`src/rtl/lti_defs.svh`:
```
// register map, field positions, reset values and timing counts
// included by the line interface control modules
`ifndef LTI_DEFS_SVH
`define LTI_DEFS_SVH
`define LTI_IDX_W 6
`define LTI_IDX_GAIN 6'h0f
`define LTI_IDX_TERM 6'h10
`define LTI_RST_GAIN 8'h00
`define LTI_RST_TERM 8'h00
`define LTI_B_TXMUTE 7
`define LTI_B_TXATT_HI 6
`define LTI_B_TXATT_LO 4
`define LTI_B_RXMUTE 3
`define LTI_B_RXSEL_HI 2
`define LTI_B_RXSEL_LO 0
`define LTI_B_DUAL 7
`define LTI_B_OHS 6
`define LTI_B_ACT 5
`define LTI_B_RSVD 4
`define LTI_B_DCT_HI 3
`define LTI_B_DCT_LO 2
`define LTI_B_RZ 1
`define LTI_B_RT 0
`define LTI_TERM_WMASK 8'hef
`define LTI_FAST_SAMPLES 1024
`define LTI_SLOW_SAMPLES 4096
`define LTI_SAMPLE_DIV 1250
`endif

```
`src/rtl/lti_pkg.sv`:
```
// types shared by the line interface control modules
// no assumptions beyond a SystemVerilog compiler
package lti_pkg;
   typedef enum logic [2:0] {
      HOOK_IDLE = 3'b001,
      HOOK_COUNT = 3'b010,
      HOOK_DONE = 3'b100
   } lti_hook_state_type;
   typedef enum logic [1:0] {
      DCT_LOWV = 2'b00,
      DCT_JAPAN = 2'b01,
      DCT_FCC = 2'b10,
      DCT_CTR21 = 2'b11
   } lti_dct_mode_type;
endpackage

```
`src/rtl/lti_reg_if.sv`:
```
// register access carrier between bus slave and register bank
// one clock domain; bus slave drives the request fields, register bank drives rdata
`timescale 1ns/1ps
`default_nettype none
`include "lti_defs.svh"
interface lti_reg_if;
   logic wrEn;
   logic [`LTI_IDX_W-1:0] idx;
   logic [7:0] wdata;
   logic [7:0] rdata;
   modport bus (output wrEn, output idx, output wdata, input rdata);
   modport regs (input wrEn, input idx, input wdata, output rdata);
endinterface
`default_nettype wire

```
`src/rtl/lti_regs.sv`:
```
// gain and line termination control registers of a phone line interface
// wishbone slave at clk; hook state and on-hook request from line logic
//
// The implementer's own choice: register access over Wishbone.
`timescale 1ns/1ps
`default_nettype none
`include "lti_defs.svh"
module lti_regs
   import lti_pkg::*;
#(
   parameter int SAMPLE_DIV = `LTI_SAMPLE_DIV,
   parameter int FAST_SAMPLES = `LTI_FAST_SAMPLES,
   parameter int SLOW_SAMPLES = `LTI_SLOW_SAMPLES
) (
   // system
   input wire logic clk,
   input wire logic sys_rst,
   // wishbone
   input wire logic wb_cyc_i,
   input wire logic wb_stb_i,
   input wire logic wb_we_i,
   input wire logic [7:0] wb_adr_i,
   input wire logic [3:0] wb_sel_i,
   input wire logic [31:0] wb_dat_i,
   output logic [31:0] wb_dat_o,
   output logic wb_ack_o,
   // line state
   input wire logic offHook,
   input wire logic onHookStart,
   // transmit and receive path
   output logic txMute,
   output logic [3:0] txAttenDb,
   output logic rxMute,
   output logic [3:0] rxGainDb,
   output logic [5:0] monAttenTenthDb,
   // termination and ringer
   output logic dcTermOff,
   output logic dcImp800,
   output logic dctPinReduced,
   output logic squelchEn,
   output logic acTermComplex,
   output lti_dct_mode_type dcTermMode,
   output logic ringerSynth,
   output logic ringThreshHigh,
   // on-hook timing
   output logic onHookSlow,
   output logic onHookBusy,
   output logic onHookDone
);
   lti_reg_if rif ();
   logic [7:0] gain_r, gain_nxt, term_r, term_nxt;
   logic [7:0] out_gain_r, out_term_r;
   logic offHook_r, dual;

   lti_wb_slave u_bus (
      .clk(clk),
      .sys_rst(sys_rst),
      .wb_cyc_i(wb_cyc_i),
      .wb_stb_i(wb_stb_i),
      .wb_we_i(wb_we_i),
      .wb_adr_i(wb_adr_i),
      .wb_sel_i(wb_sel_i),
      .wb_dat_i(wb_dat_i),
      .wb_dat_o(wb_dat_o),
      .wb_ack_o(wb_ack_o),
      .rif(rif.bus)
   );

   // 3-step gain code in dB, top bit saturating to the fifth step
   function automatic logic [3:0] step3db(input logic [2:0] c);
      logic [3:0] r;
      r = 4'h0;
      case (c)
         3'b000: r = 4'h0;
         3'b001: r = 4'h3;
         3'b010: r = 4'h6;
         3'b011: r = 4'h9;
         default: r = 4'hc;
      endcase
      return r;
   endfunction

   // register bank
   always_comb begin
      gain_nxt = gain_r;
      term_nxt = term_r;
      if (rif.wrEn && rif.idx == `LTI_IDX_GAIN) begin
         gain_nxt = rif.wdata;
      end
      if (rif.wrEn && rif.idx == `LTI_IDX_TERM) begin
         term_nxt = rif.wdata & `LTI_TERM_WMASK;
      end
   end

   always_comb begin
      case (rif.idx)
         `LTI_IDX_GAIN: rif.rdata = gain_r;
         `LTI_IDX_TERM: rif.rdata = term_r;
         default: rif.rdata = 8'h00;
      endcase
   end

   always_ff @(posedge clk or posedge sys_rst) begin
      if (sys_rst) begin
         gain_r <= `LTI_RST_GAIN;
         term_r <= `LTI_RST_TERM;
      end else begin
         gain_r <= gain_nxt;
         term_r <= term_nxt;
      end
   end

   // register and hook-state copies, one edge behind; data outputs are decoded from these flops
   always_ff @(posedge clk or posedge sys_rst) begin
      if (sys_rst) begin
         out_gain_r <= `LTI_RST_GAIN;
         out_term_r <= `LTI_RST_TERM;
         offHook_r <= 1'b0;
      end else begin
         out_gain_r <= gain_r;
         out_term_r <= term_r;
         offHook_r <= offHook;
      end
   end

   assign dual = out_term_r[`LTI_B_DUAL];
   assign txMute = out_gain_r[`LTI_B_TXMUTE];
   assign txAttenDb = step3db(
      out_gain_r[`LTI_B_TXATT_HI:`LTI_B_TXATT_LO]);
   assign rxMute = out_gain_r[`LTI_B_RXMUTE];
   // 1xx on the regular path is undefined; held at the top step
   assign rxGainDb = out_gain_r[`LTI_B_RXSEL_HI] ? 4'h9 :
      step3db(out_gain_r[`LTI_B_RXSEL_HI:`LTI_B_RXSEL_LO]);

   always_comb begin
      case (out_gain_r[`LTI_B_RXSEL_HI:`LTI_B_RXSEL_LO])
         3'b000: monAttenTenthDb = 6'h00;
         3'b001: monAttenTenthDb = 6'h0a;
         3'b010: monAttenTenthDb = 6'h16;
         3'b011: monAttenTenthDb = 6'h23;
         default: monAttenTenthDb = 6'h32;
      endcase
   end

   // bit 7 meaning follows the hook state
   assign dcTermOff = dual && offHook_r;
   assign dcImp800 = dual && offHook_r;
   assign dctPinReduced = dual && offHook_r;
   assign squelchEn = dual && !offHook_r;
   assign onHookSlow = out_term_r[`LTI_B_OHS];
   assign acTermComplex = out_term_r[`LTI_B_ACT];
   assign dcTermMode = lti_dct_mode_type'(
      out_term_r[`LTI_B_DCT_HI:`LTI_B_DCT_LO]);
   assign ringerSynth = out_term_r[`LTI_B_RZ];
   assign ringThreshHigh = out_term_r[`LTI_B_RT];

   // speed is sampled at start; later writes do not stretch a release
   lti_onhook_timer #(
      .SAMPLE_DIV(SAMPLE_DIV),
      .FAST_SAMPLES(FAST_SAMPLES),
      .SLOW_SAMPLES(SLOW_SAMPLES)
   ) u_hook (
      .clk(clk),
      .sys_rst(sys_rst),
      .start(onHookStart),
      .slow(onHookSlow),
      .busy(onHookBusy),
      .done(onHookDone)
   );

   // span checker; counts busy cycles, no repetition long enough to unroll
   localparam int FAST_MIN = (FAST_SAMPLES - 1) * SAMPLE_DIV + 1;
   localparam int FAST_MAX = FAST_SAMPLES * SAMPLE_DIV;
   localparam int SLOW_MIN = (SLOW_SAMPLES - 1) * SAMPLE_DIV + 1;
   localparam int SLOW_MAX = SLOW_SAMPLES * SAMPLE_DIV;
   localparam int HW = $clog2(SLOW_MAX + 2);
   logic [HW-1:0] hookCnt_r, hookCnt_nxt;
   logic hookSlow_r, hookSlow_nxt;
   logic hookTake;

   assign hookTake = onHookStart && !onHookBusy && !onHookDone;

   always_comb begin
      hookCnt_nxt = onHookBusy ? hookCnt_r + HW'(1) : '0;
      hookSlow_nxt = hookTake ? onHookSlow : hookSlow_r;
   end

   always_ff @(posedge clk or posedge sys_rst) begin
      if (sys_rst) begin
         hookCnt_r <= '0;
         hookSlow_r <= 1'b0;
      end else begin
         hookCnt_r <= hookCnt_nxt;
         hookSlow_r <= hookSlow_nxt;
      end
   end
endmodule
`default_nettype wire

```
`src/rtl/lti_wb_slave.sv`:
```
// classic wishbone slave, one wait state, 8-bit registers in low lane
// master holds request until ack; ack is never given two cycles running
`timescale 1ns/1ps
`default_nettype none
`include "lti_defs.svh"
module lti_wb_slave
   import lti_pkg::*;
(
   // system
   input wire logic clk,
   input wire logic sys_rst,
   // wishbone
   input wire logic wb_cyc_i,
   input wire logic wb_stb_i,
   input wire logic wb_we_i,
   input wire logic [7:0] wb_adr_i,
   input wire logic [3:0] wb_sel_i,
   input wire logic [31:0] wb_dat_i,
   output logic [31:0] wb_dat_o,
   output logic wb_ack_o,
   // register side
   lti_reg_if.bus rif
);
   logic ack_r, ack_nxt;
   logic [7:0] rd_r, rd_nxt;
   logic req;

   assign req = wb_cyc_i && wb_stb_i;
   assign rif.idx = wb_adr_i[7:2];
   assign rif.wdata = wb_dat_i[7:0];
   // write lands on the edge where the master sees ack
   assign rif.wrEn = req && wb_we_i && ack_r && wb_sel_i[0];
   assign wb_ack_o = ack_r;
   assign wb_dat_o = {24'h00_0000, rd_r};

   always_comb begin
      ack_nxt = req && !ack_r;
      rd_nxt = rd_r;
      if (req && !ack_r) begin
         rd_nxt = wb_we_i ? 8'h00 : rif.rdata;
      end
   end

   always_ff @(posedge clk or posedge sys_rst) begin
      if (sys_rst) begin
         ack_r <= 1'b0;
         rd_r <= 8'h00;
      end else begin
         ack_r <= ack_nxt;
         rd_r <= rd_nxt;
      end
   end
endmodule
`default_nettype wire

```
`src/rtl/lti_onhook_timer.sv`:
```
// off-hook counter run when the line is released
// counts sample periods derived from clk by a divider
`timescale 1ns/1ps
`default_nettype none
`include "lti_defs.svh"
module lti_onhook_timer
   import lti_pkg::*;
#(
   parameter int SAMPLE_DIV = `LTI_SAMPLE_DIV,
   parameter int FAST_SAMPLES = `LTI_FAST_SAMPLES,
   parameter int SLOW_SAMPLES = `LTI_SLOW_SAMPLES
) (
   // system
   input wire logic clk,
   input wire logic sys_rst,
   // control
   input wire logic start,
   input wire logic slow,
   // status
   output logic busy,
   output logic done
);
   localparam int DW = $clog2(SAMPLE_DIV + 1);
   localparam int CW = $clog2(SLOW_SAMPLES + 1);
   lti_hook_state_type st_r, st_nxt;
   logic [DW-1:0] div_r, div_nxt;
   logic [CW-1:0] cnt_r, cnt_nxt, tgt_r, tgt_nxt;
   logic tick;

   // sample-rate enable; free running so ticks stay on the sample grid
   assign tick = (div_r == DW'(SAMPLE_DIV - 1));
   assign busy = (st_r == HOOK_COUNT);
   assign done = (st_r == HOOK_DONE);

   always_comb begin
      div_nxt = tick ? '0 : div_r + DW'(1);
      st_nxt = st_r;
      cnt_nxt = cnt_r;
      tgt_nxt = tgt_r;
      case (st_r)
         HOOK_IDLE: begin
            if (start) begin
               st_nxt = HOOK_COUNT;
               cnt_nxt = '0;
               tgt_nxt = slow ? CW'(SLOW_SAMPLES) : CW'(FAST_SAMPLES);
            end
         end
         HOOK_COUNT: begin
            if (tick) begin
               cnt_nxt = cnt_r + CW'(1);
               if (cnt_r == tgt_r - CW'(1)) begin
                  st_nxt = HOOK_DONE;
               end
            end
         end
         HOOK_DONE: st_nxt = HOOK_IDLE;
         default: st_nxt = HOOK_IDLE;
      endcase
   end

   always_ff @(posedge clk or posedge sys_rst) begin
      if (sys_rst) begin
         st_r <= HOOK_IDLE;
         div_r <= '0;
         cnt_r <= '0;
         tgt_r <= '0;
      end else begin
         st_r <= st_nxt;
         div_r <= div_nxt;
         cnt_r <= cnt_nxt;
         tgt_r <= tgt_nxt;
      end
   end
endmodule
`default_nettype wire

```
`config.mk`:
```
export PLATFORM = sky130hd
export DESIGN_NAME = lti_regs
export DESIGN_NICKNAME = d
export VERILOG_FILES = /design/src/rtl/lti_pkg.sv /design/src/rtl/lti_reg_if.sv /design/src/rtl/lti_regs.sv /design/src/rtl/lti_wb_slave.sv /design/src/rtl/lti_onhook_timer.sv
export VERILOG_INCLUDE_DIRS = /design/src /design/src/rtl
export SDC_FILE = /design/constraint.sdc
export NUM_CORES = 1
export LEC_CHECK = 0
export BUFFER_PORTS_ARGS = -buffer_cell sky130_fd_sc_hd__buf_2
export CAP_MARGIN = 5
export CORE_MARGIN = 3
export CORE_UTILIZATION = 40
export CTS_BUF_LIST = sky130_fd_sc_hd__clkbuf_16
export DETAILED_ROUTE_END_ITERATION = 6
export PLACE_DENSITY = 0.81
export SLEW_MARGIN = 10
export SYNTH_ARGS = -nofsm -noshare
export SYNTH_HDL_FRONTEND = slang
export SYNTH_SLANG_ARGS = --single-unit
```
`constraint.sdc`:
```
create_clock -name clk -period 1.76 [get_ports clk]
set_input_delay 0.176 -clock clk [delete_from_list [all_inputs] [get_ports clk]]
set_output_delay 0.176 -clock clk [all_outputs]
set_load 0.05 [all_outputs]
```
==> results.md, run 1 <==
* Largest net degree at the start of global routing at 46
* Drt total wl at 7050 µm
* Min cycle time layout at 1.85 ns
* H-tree levels at 3
* Asr flop ratio synth at 1.00
* Failing checks: setup timing
* Crit. End Element: register
* Die height at 95.3 µm
* Util after Layout at 0.573
* First-pass GRT wire length at 11400 µm
* Worst Setup SP: u_hook.div_r[1]
* Nets at 422
* PwrDens at 976 nW/µm²
* GPL Wtd Cong at 0.823
* Final hold slack at 0.0957 ns
* Die area at 9090 µm²
* Residual DRC at 0
* Core Rows at 31
* Crit start category: register
* Area grow syn2layout at 34.3%
* WS Path Type: reg2reg
* Number of global-route vias before repair at 2385
* Hold Path Class: in2reg
* Antenna-violating nets left at 0
* RR Startpoint: u_hook.div_r[1]
* Critical Path AT at 2.06 ns
* Bufs on Longest Clock Path at 2
* Ant diodes at 0
* Most common cell in the netlist: dfrtp_1
* RSZ-0062 raised after global routing: yes
* GRT overflow at 0
* Core area at 7490 µm²
* Post-synth EDFFs at 0
* Clock sink total at 69
* Share of cells above drive strength 1 at 0.418
* Top cell type's share of synthesized area at 0.533
* Top area cells in the synthesized netlist: dfrtp_1 (53%), buf_4 (6.6%), mux2_2 (5.3%)
* Final worst slack at -0.0925 ns
* Non-filler cells, final at 472
* Drt first pass iters at 4
* Hpwl dp at 4740 µm
* Synth Flop Type: dfrtp_1
* Hold_sp: wb_dat_i[7]
* Synthesis-stage register bit count at 69
* Root Driver: clkbuf_16
* Required @ worst endpoint at 1.97 ns
* Sequential-to-total area share from yosys stat at 0.541
* Layout Skew at 0.00305 ns
* Yosys cell types at 47
* Mean Syn Cell Area at 11.4 µm²
* Slew Viols, Final at 0
* WL/cell at 14.9 µm
* Initial antenna violation count at 0
* TritonCTS Buffers at 9
* Overall Power at 4190 µW
* Worst skew pair latency at 0.32 ns
* CTS clock-pin slew for the worst setup and hold paths at 0.06 ns
* PortBufs at 58
* Total track usage at 0.165
* Part of the cycle the worst path needs at 1.05
* Max FO, Critical Path at 11
* Syn Std Cell Area at 3190 µm²
* Leak pwr at 0.00216 µW
* Synthesis Warnings at 0
* Synth top cells by count: dfrtp_1 (68), buf_4 (28), mux2_2 (15), nand2_1 (15), nor2_1 (14)
* Inst Count DP at 450
* CTS tree: done
* Initial core utilization at 0.427
* Synth area leader: dfrtp_1
* Status: finished, violations left
* Vias post-DR at 2429
* Setup Total Neg Slack at -0.409 ns
* Vias per inst at 5.15
* Final setup viols at 8
* I/O pin count at 112
* MaxCap Viol Count at 0
* Die width at 95.3 µm
* DR iter-0 viols at 71
* Final Hold Viols at 0
* Peak supply drop at 0.000670 V
* Gate count after technology mapping at 279
* Fmax at 540 MHz
[cell type report]
type,instances,area [µm²]
multi-input cells,190,1420
clock buffers,9,225
flip-flops and latches,69,1730
well taps,99,124
inverters,9,37.5
clock inverters,7,124
repair buffers,89,633
fillers,612,3200
[critical path, stage by stage (launching register included)]
cell and delay [ns]:
dfrtp_1 0.39, inv_2 0.07, ha_4 0.12, and4bb_2 0.27, nand4_4 0.15, bufbuf_16 0.32, o31ai_1 0.32, a21oi_2 0.09
[metal layers]
layer | vias to the layer above | GRT usage | share of wire
li1 | 1137 | - | -
met1 | 1192 | 0.212 | 0.42
met4 | 0 | 0.0613 | 0.013
met3 | 9 | 0.0434 | 0.063
met2 | 91 | 0.268 | 0.51
met5 | - | 0 | 0
[logic make-up (layout without fill, tap and decap cells)]
kind of cell    count (synthesis)  in the layout  share of synthesized area
other cells                     1             24                    0.00117
compound gates                 36             36                     0.0811
fa+ha+maj                       3              3                     0.0118
xor+xnor                       11             11                     0.0302
mux                            16             16                     0.0560
buf+inv                        43            114                     0.0870
flops                          69             69                      0.541
simple gates                  100            100                      0.192
[cells in the final DEF (no fill, tap or decap), types with 7 or more instances in the layout]
cell and n:
dfrtp_1 67, buf_2 56, conb_1 24, buf_4 23, nand2_1 15, mux2_2 15
nor2_1 13, nand3_1 12, clkbuf_16 10, or2_2 7, inv_1 7, and2_0 7
a221o_1 7
[final timing paths]
path                                   endpoint  slack [ns]  cells after the start
worst min register to register    out_gain_r[0]        0.40                      0
max in group asynchronous        u_hook.st_r[0]        1.00                      4
worst min-delay path                  gain_r[7]         0.1                      2
worst max-delay path            u_hook.cnt_r[5]       -0.09                      7
worst max register to register  u_hook.cnt_r[5]       -0.09                      7
min in group asynchronous         out_term_r[5]        0.44                      4
[timing repair]
| item | in CTS | in global routing |
|---|---|---|
| setup buffers | 1 | 1 |
| cloned | 1 | 1 |
| pin swaps | 2 | 7 |
| hold endpoints to repair | 69 | 0 |
| setup endpoints to repair | 9 | 21 |
| gates resized for setup | 5 | 22 |
| hold buffers | 2 | 0 |
[sequential cells by signal, indices dropped and copies added, names as in the netlist]
signal,count
offHook_r,1
u_hook.tgt_r,2
u_hook.cnt_r,13
gain_r,8
u_hook.st_r,3
out_term_r,7
u_bus.wb_ack_o,1
term_r,7
u_hook.div_r,11
u_bus.rd_r,8
out_gain_r,8
[per-stage QoR]
stage	setup slack, ns	cell area (µm²)
floorplan	-0.221	3320
global placement	-0.0319	3710
detailed placement	-0.0820	3710
CTS	-0.0849	4140
global route	-0.174	4290
finish	-0.0925	4290
[report_power, final]
part           leakage, µW  internal [µW]  switching, µW  total (µW)
Combinational      0.00105            123            324         447
Clock             0.000166           1390            680        2070
Sequential        0.000937           1640           36.0        1670
Total              0.00216           3150           1040        4190
Power figures use the tool's default switching activity.
==> inputs of run 2 (changes only) <==
- CORE_UTILIZATION: 40 -> 45
- PLACE_DENSITY: 0.81 -> 0.88
==> results.md, run 2 (synthesis results as in run 1) <==
* Fillers at 537
* Vias per inst at 5.10
* Nets at 422
* Initial antenna violation count at 0
* Die width at 90.2 µm
* GRT overflow at 0
* Antenna-violating nets left at 0
* Drt total wl at 6860 µm
* Layout Skew at 0.00309 ns
* Leak pwr at 0.00211 µW
* Peak supply drop at 0.000698 V
* Core area at 6830 µm²
* Part of the cycle the worst path needs at 1.06
* Most frequent cells in the layout: dfrtp_1 (67), buf_2 (56), buf_4 (28)
* Worst-case reg-to-reg path depth at 7
* Required @ worst endpoint at 2.01 ns
* Drt first pass iters at 4
* Crit start category: register
* MaxCap Viol Count at 0
* Most common cell after layout, fill and taps aside: dfrtp_1
* WL/cell at 14.6 µm
* R2r setup slk at -0.11 ns
* RSZ-0062 raised after global routing: yes
* Hpwl dp at 4670 µm
* Number of global-route vias before repair at 2386
* Die area at 8140 µm²
* Largest register FFs at 13
* Largest Register: u_hook.cnt_r
* Biggest regs: u_hook.cnt_r x13, u_hook.div_r x11
* Final setup viols at 7
* Clock sink total at 69
* PwrDens at 938 nW/µm²
* First-pass GRT wire length at 11200 µm
* Hold Path Class: in2reg
* Slew Viols, Final at 0
* Worst Setup SP: u_hook.div_r[1]
* Total track usage at 0.172
* CTS clock-pin slew for the worst setup and hold paths at 0.05 ns
* WS Path Type: reg2reg
* Critical Path AT at 2.12 ns
* CTS tree: done
* Core Rows at 30
* DR iter-0 viols at 139
* Die height at 90.2 µm
* Failing checks: setup timing
* Max-slew headroom at 0.655
* Final Hold Viols at 0
* Root Driver: clkbuf_16
* Final hold slack at 0.0839 ns
* PortBufs at 58
* Bufs on Longest Clock Path at 2
* Min cycle time layout at 1.87 ns
* Share of cells above drive strength 1 at 0.397
* Initial core utilization at 0.467
* Overall Power at 3870 µW
* Least-Margin Pin Slew at 0.517 ns
* Critical path endpoint: u_hook.cnt_r[7]
* Fmax at 535 MHz
* Crit. End Element: register
* Final worst slack at -0.109 ns
* I/O pin count at 112
* Setup Total Neg Slack at -0.375 ns
* Worst skew pair latency at 0.32 ns
* Worst reg2reg endpoint: u_hook.cnt_r[7]
* GPL Wtd Cong at 0.818
* Vias post-DR at 2391
* Residual DRC at 0
* RR Startpoint: u_hook.div_r[1]
* TritonCTS Buffers at 9
* Ant diodes at 0
* Area grow syn2layout at 29.4%
* H-tree levels at 3
* Status: finished, violations left
* Largest net degree at the start of global routing at 28
* Max FO, Critical Path at 11
==> run 2: worst min path at each step <==
stage | startpoint | end | slack, ns | cells after the start
2_1_floorplan | offHook | offHook_r | 0.21 | 0
3_3_place_gp | sys_rst | term_r[6] | 0.24 | 2
3_5_place_dp | sys_rst | term_r[6] | 0.24 | 2
4_1_cts | wb_dat_i[4] | gain_r[4] | 0.07 | 2
5_1_grt | wb_dat_i[4] | gain_r[4] | 0.08 | 2
6_report | wb_dat_i[4] | gain_r[4] | 0.08 | 2
==> run 2: metrics by stage <==
step                setup WS [ns]  cell area, µm²  cells   util
floorplan                  -0.221            3320    302      -
global placement          -0.0279            3720    450  0.544
detailed placement        -0.0738            3720    450  0.544
CTS                       -0.0889            4080    469  0.597
global route               -0.153            4130    469  0.605
finish                     -0.109            4130    469  0.605
==> run 2: layer usage <==
| layer | part of all wire | vias up | GRT usage |
|---|---|---|---|
| met5 | 0 | - | 0 |
| met4 | 0.021 | 0 | 0.0676 |
| met3 | 0.066 | 15 | 0.0469 |
| met2 | 0.51 | 92 | 0.299 |
| met1 | 0.40 | 1154 | 0.202 |
| li1 | - | 1130 | - |
==> run 2: cell type report <==
class                      count  area [µm²]  area share
multi-input combinational    190        1370       0.332
sequential                    69        1730       0.419
clock buffer                   9         225      0.0545
inverter                       9        37.5     0.00909
timing repair buffer          89         583       0.141
clock inverter                 7        66.3      0.0161
tap                           96         120      0.0291
==> run 2: what timing repair did <==
item / CTS / global route
gates resized for setup: 5 / 10
setup buffers: 0 / 0
pin swaps: 1 / 1
hold buffers: 2 / 0
gates cloned: 1 / 0
endpoints found under the setup margin: 10 / 13
endpoints found under the hold margin: 20 / 0
==> run 2: report_power, final <==
| part | leakage [µW] | switching [µW] | internal (µW) |
|---|---|---|---|
| logic | 0.00103 | 324 | 144 |
| registers | 0.000937 | 40.6 | 1640 |
| clock network | 0.000147 | 643 | 1090 |
| total | 0.00211 | 1010 | 2870 |
==> run 2: critical path, stage by stage (launching register included) <==
cell      delay, ns
dfrtp_1        0.37
inv_1          0.06
ha_1           0.13
and4bb_2       0.28
nand4_4        0.15
buf_12         0.18
or4_4          0.48
a21oi_2        0.15
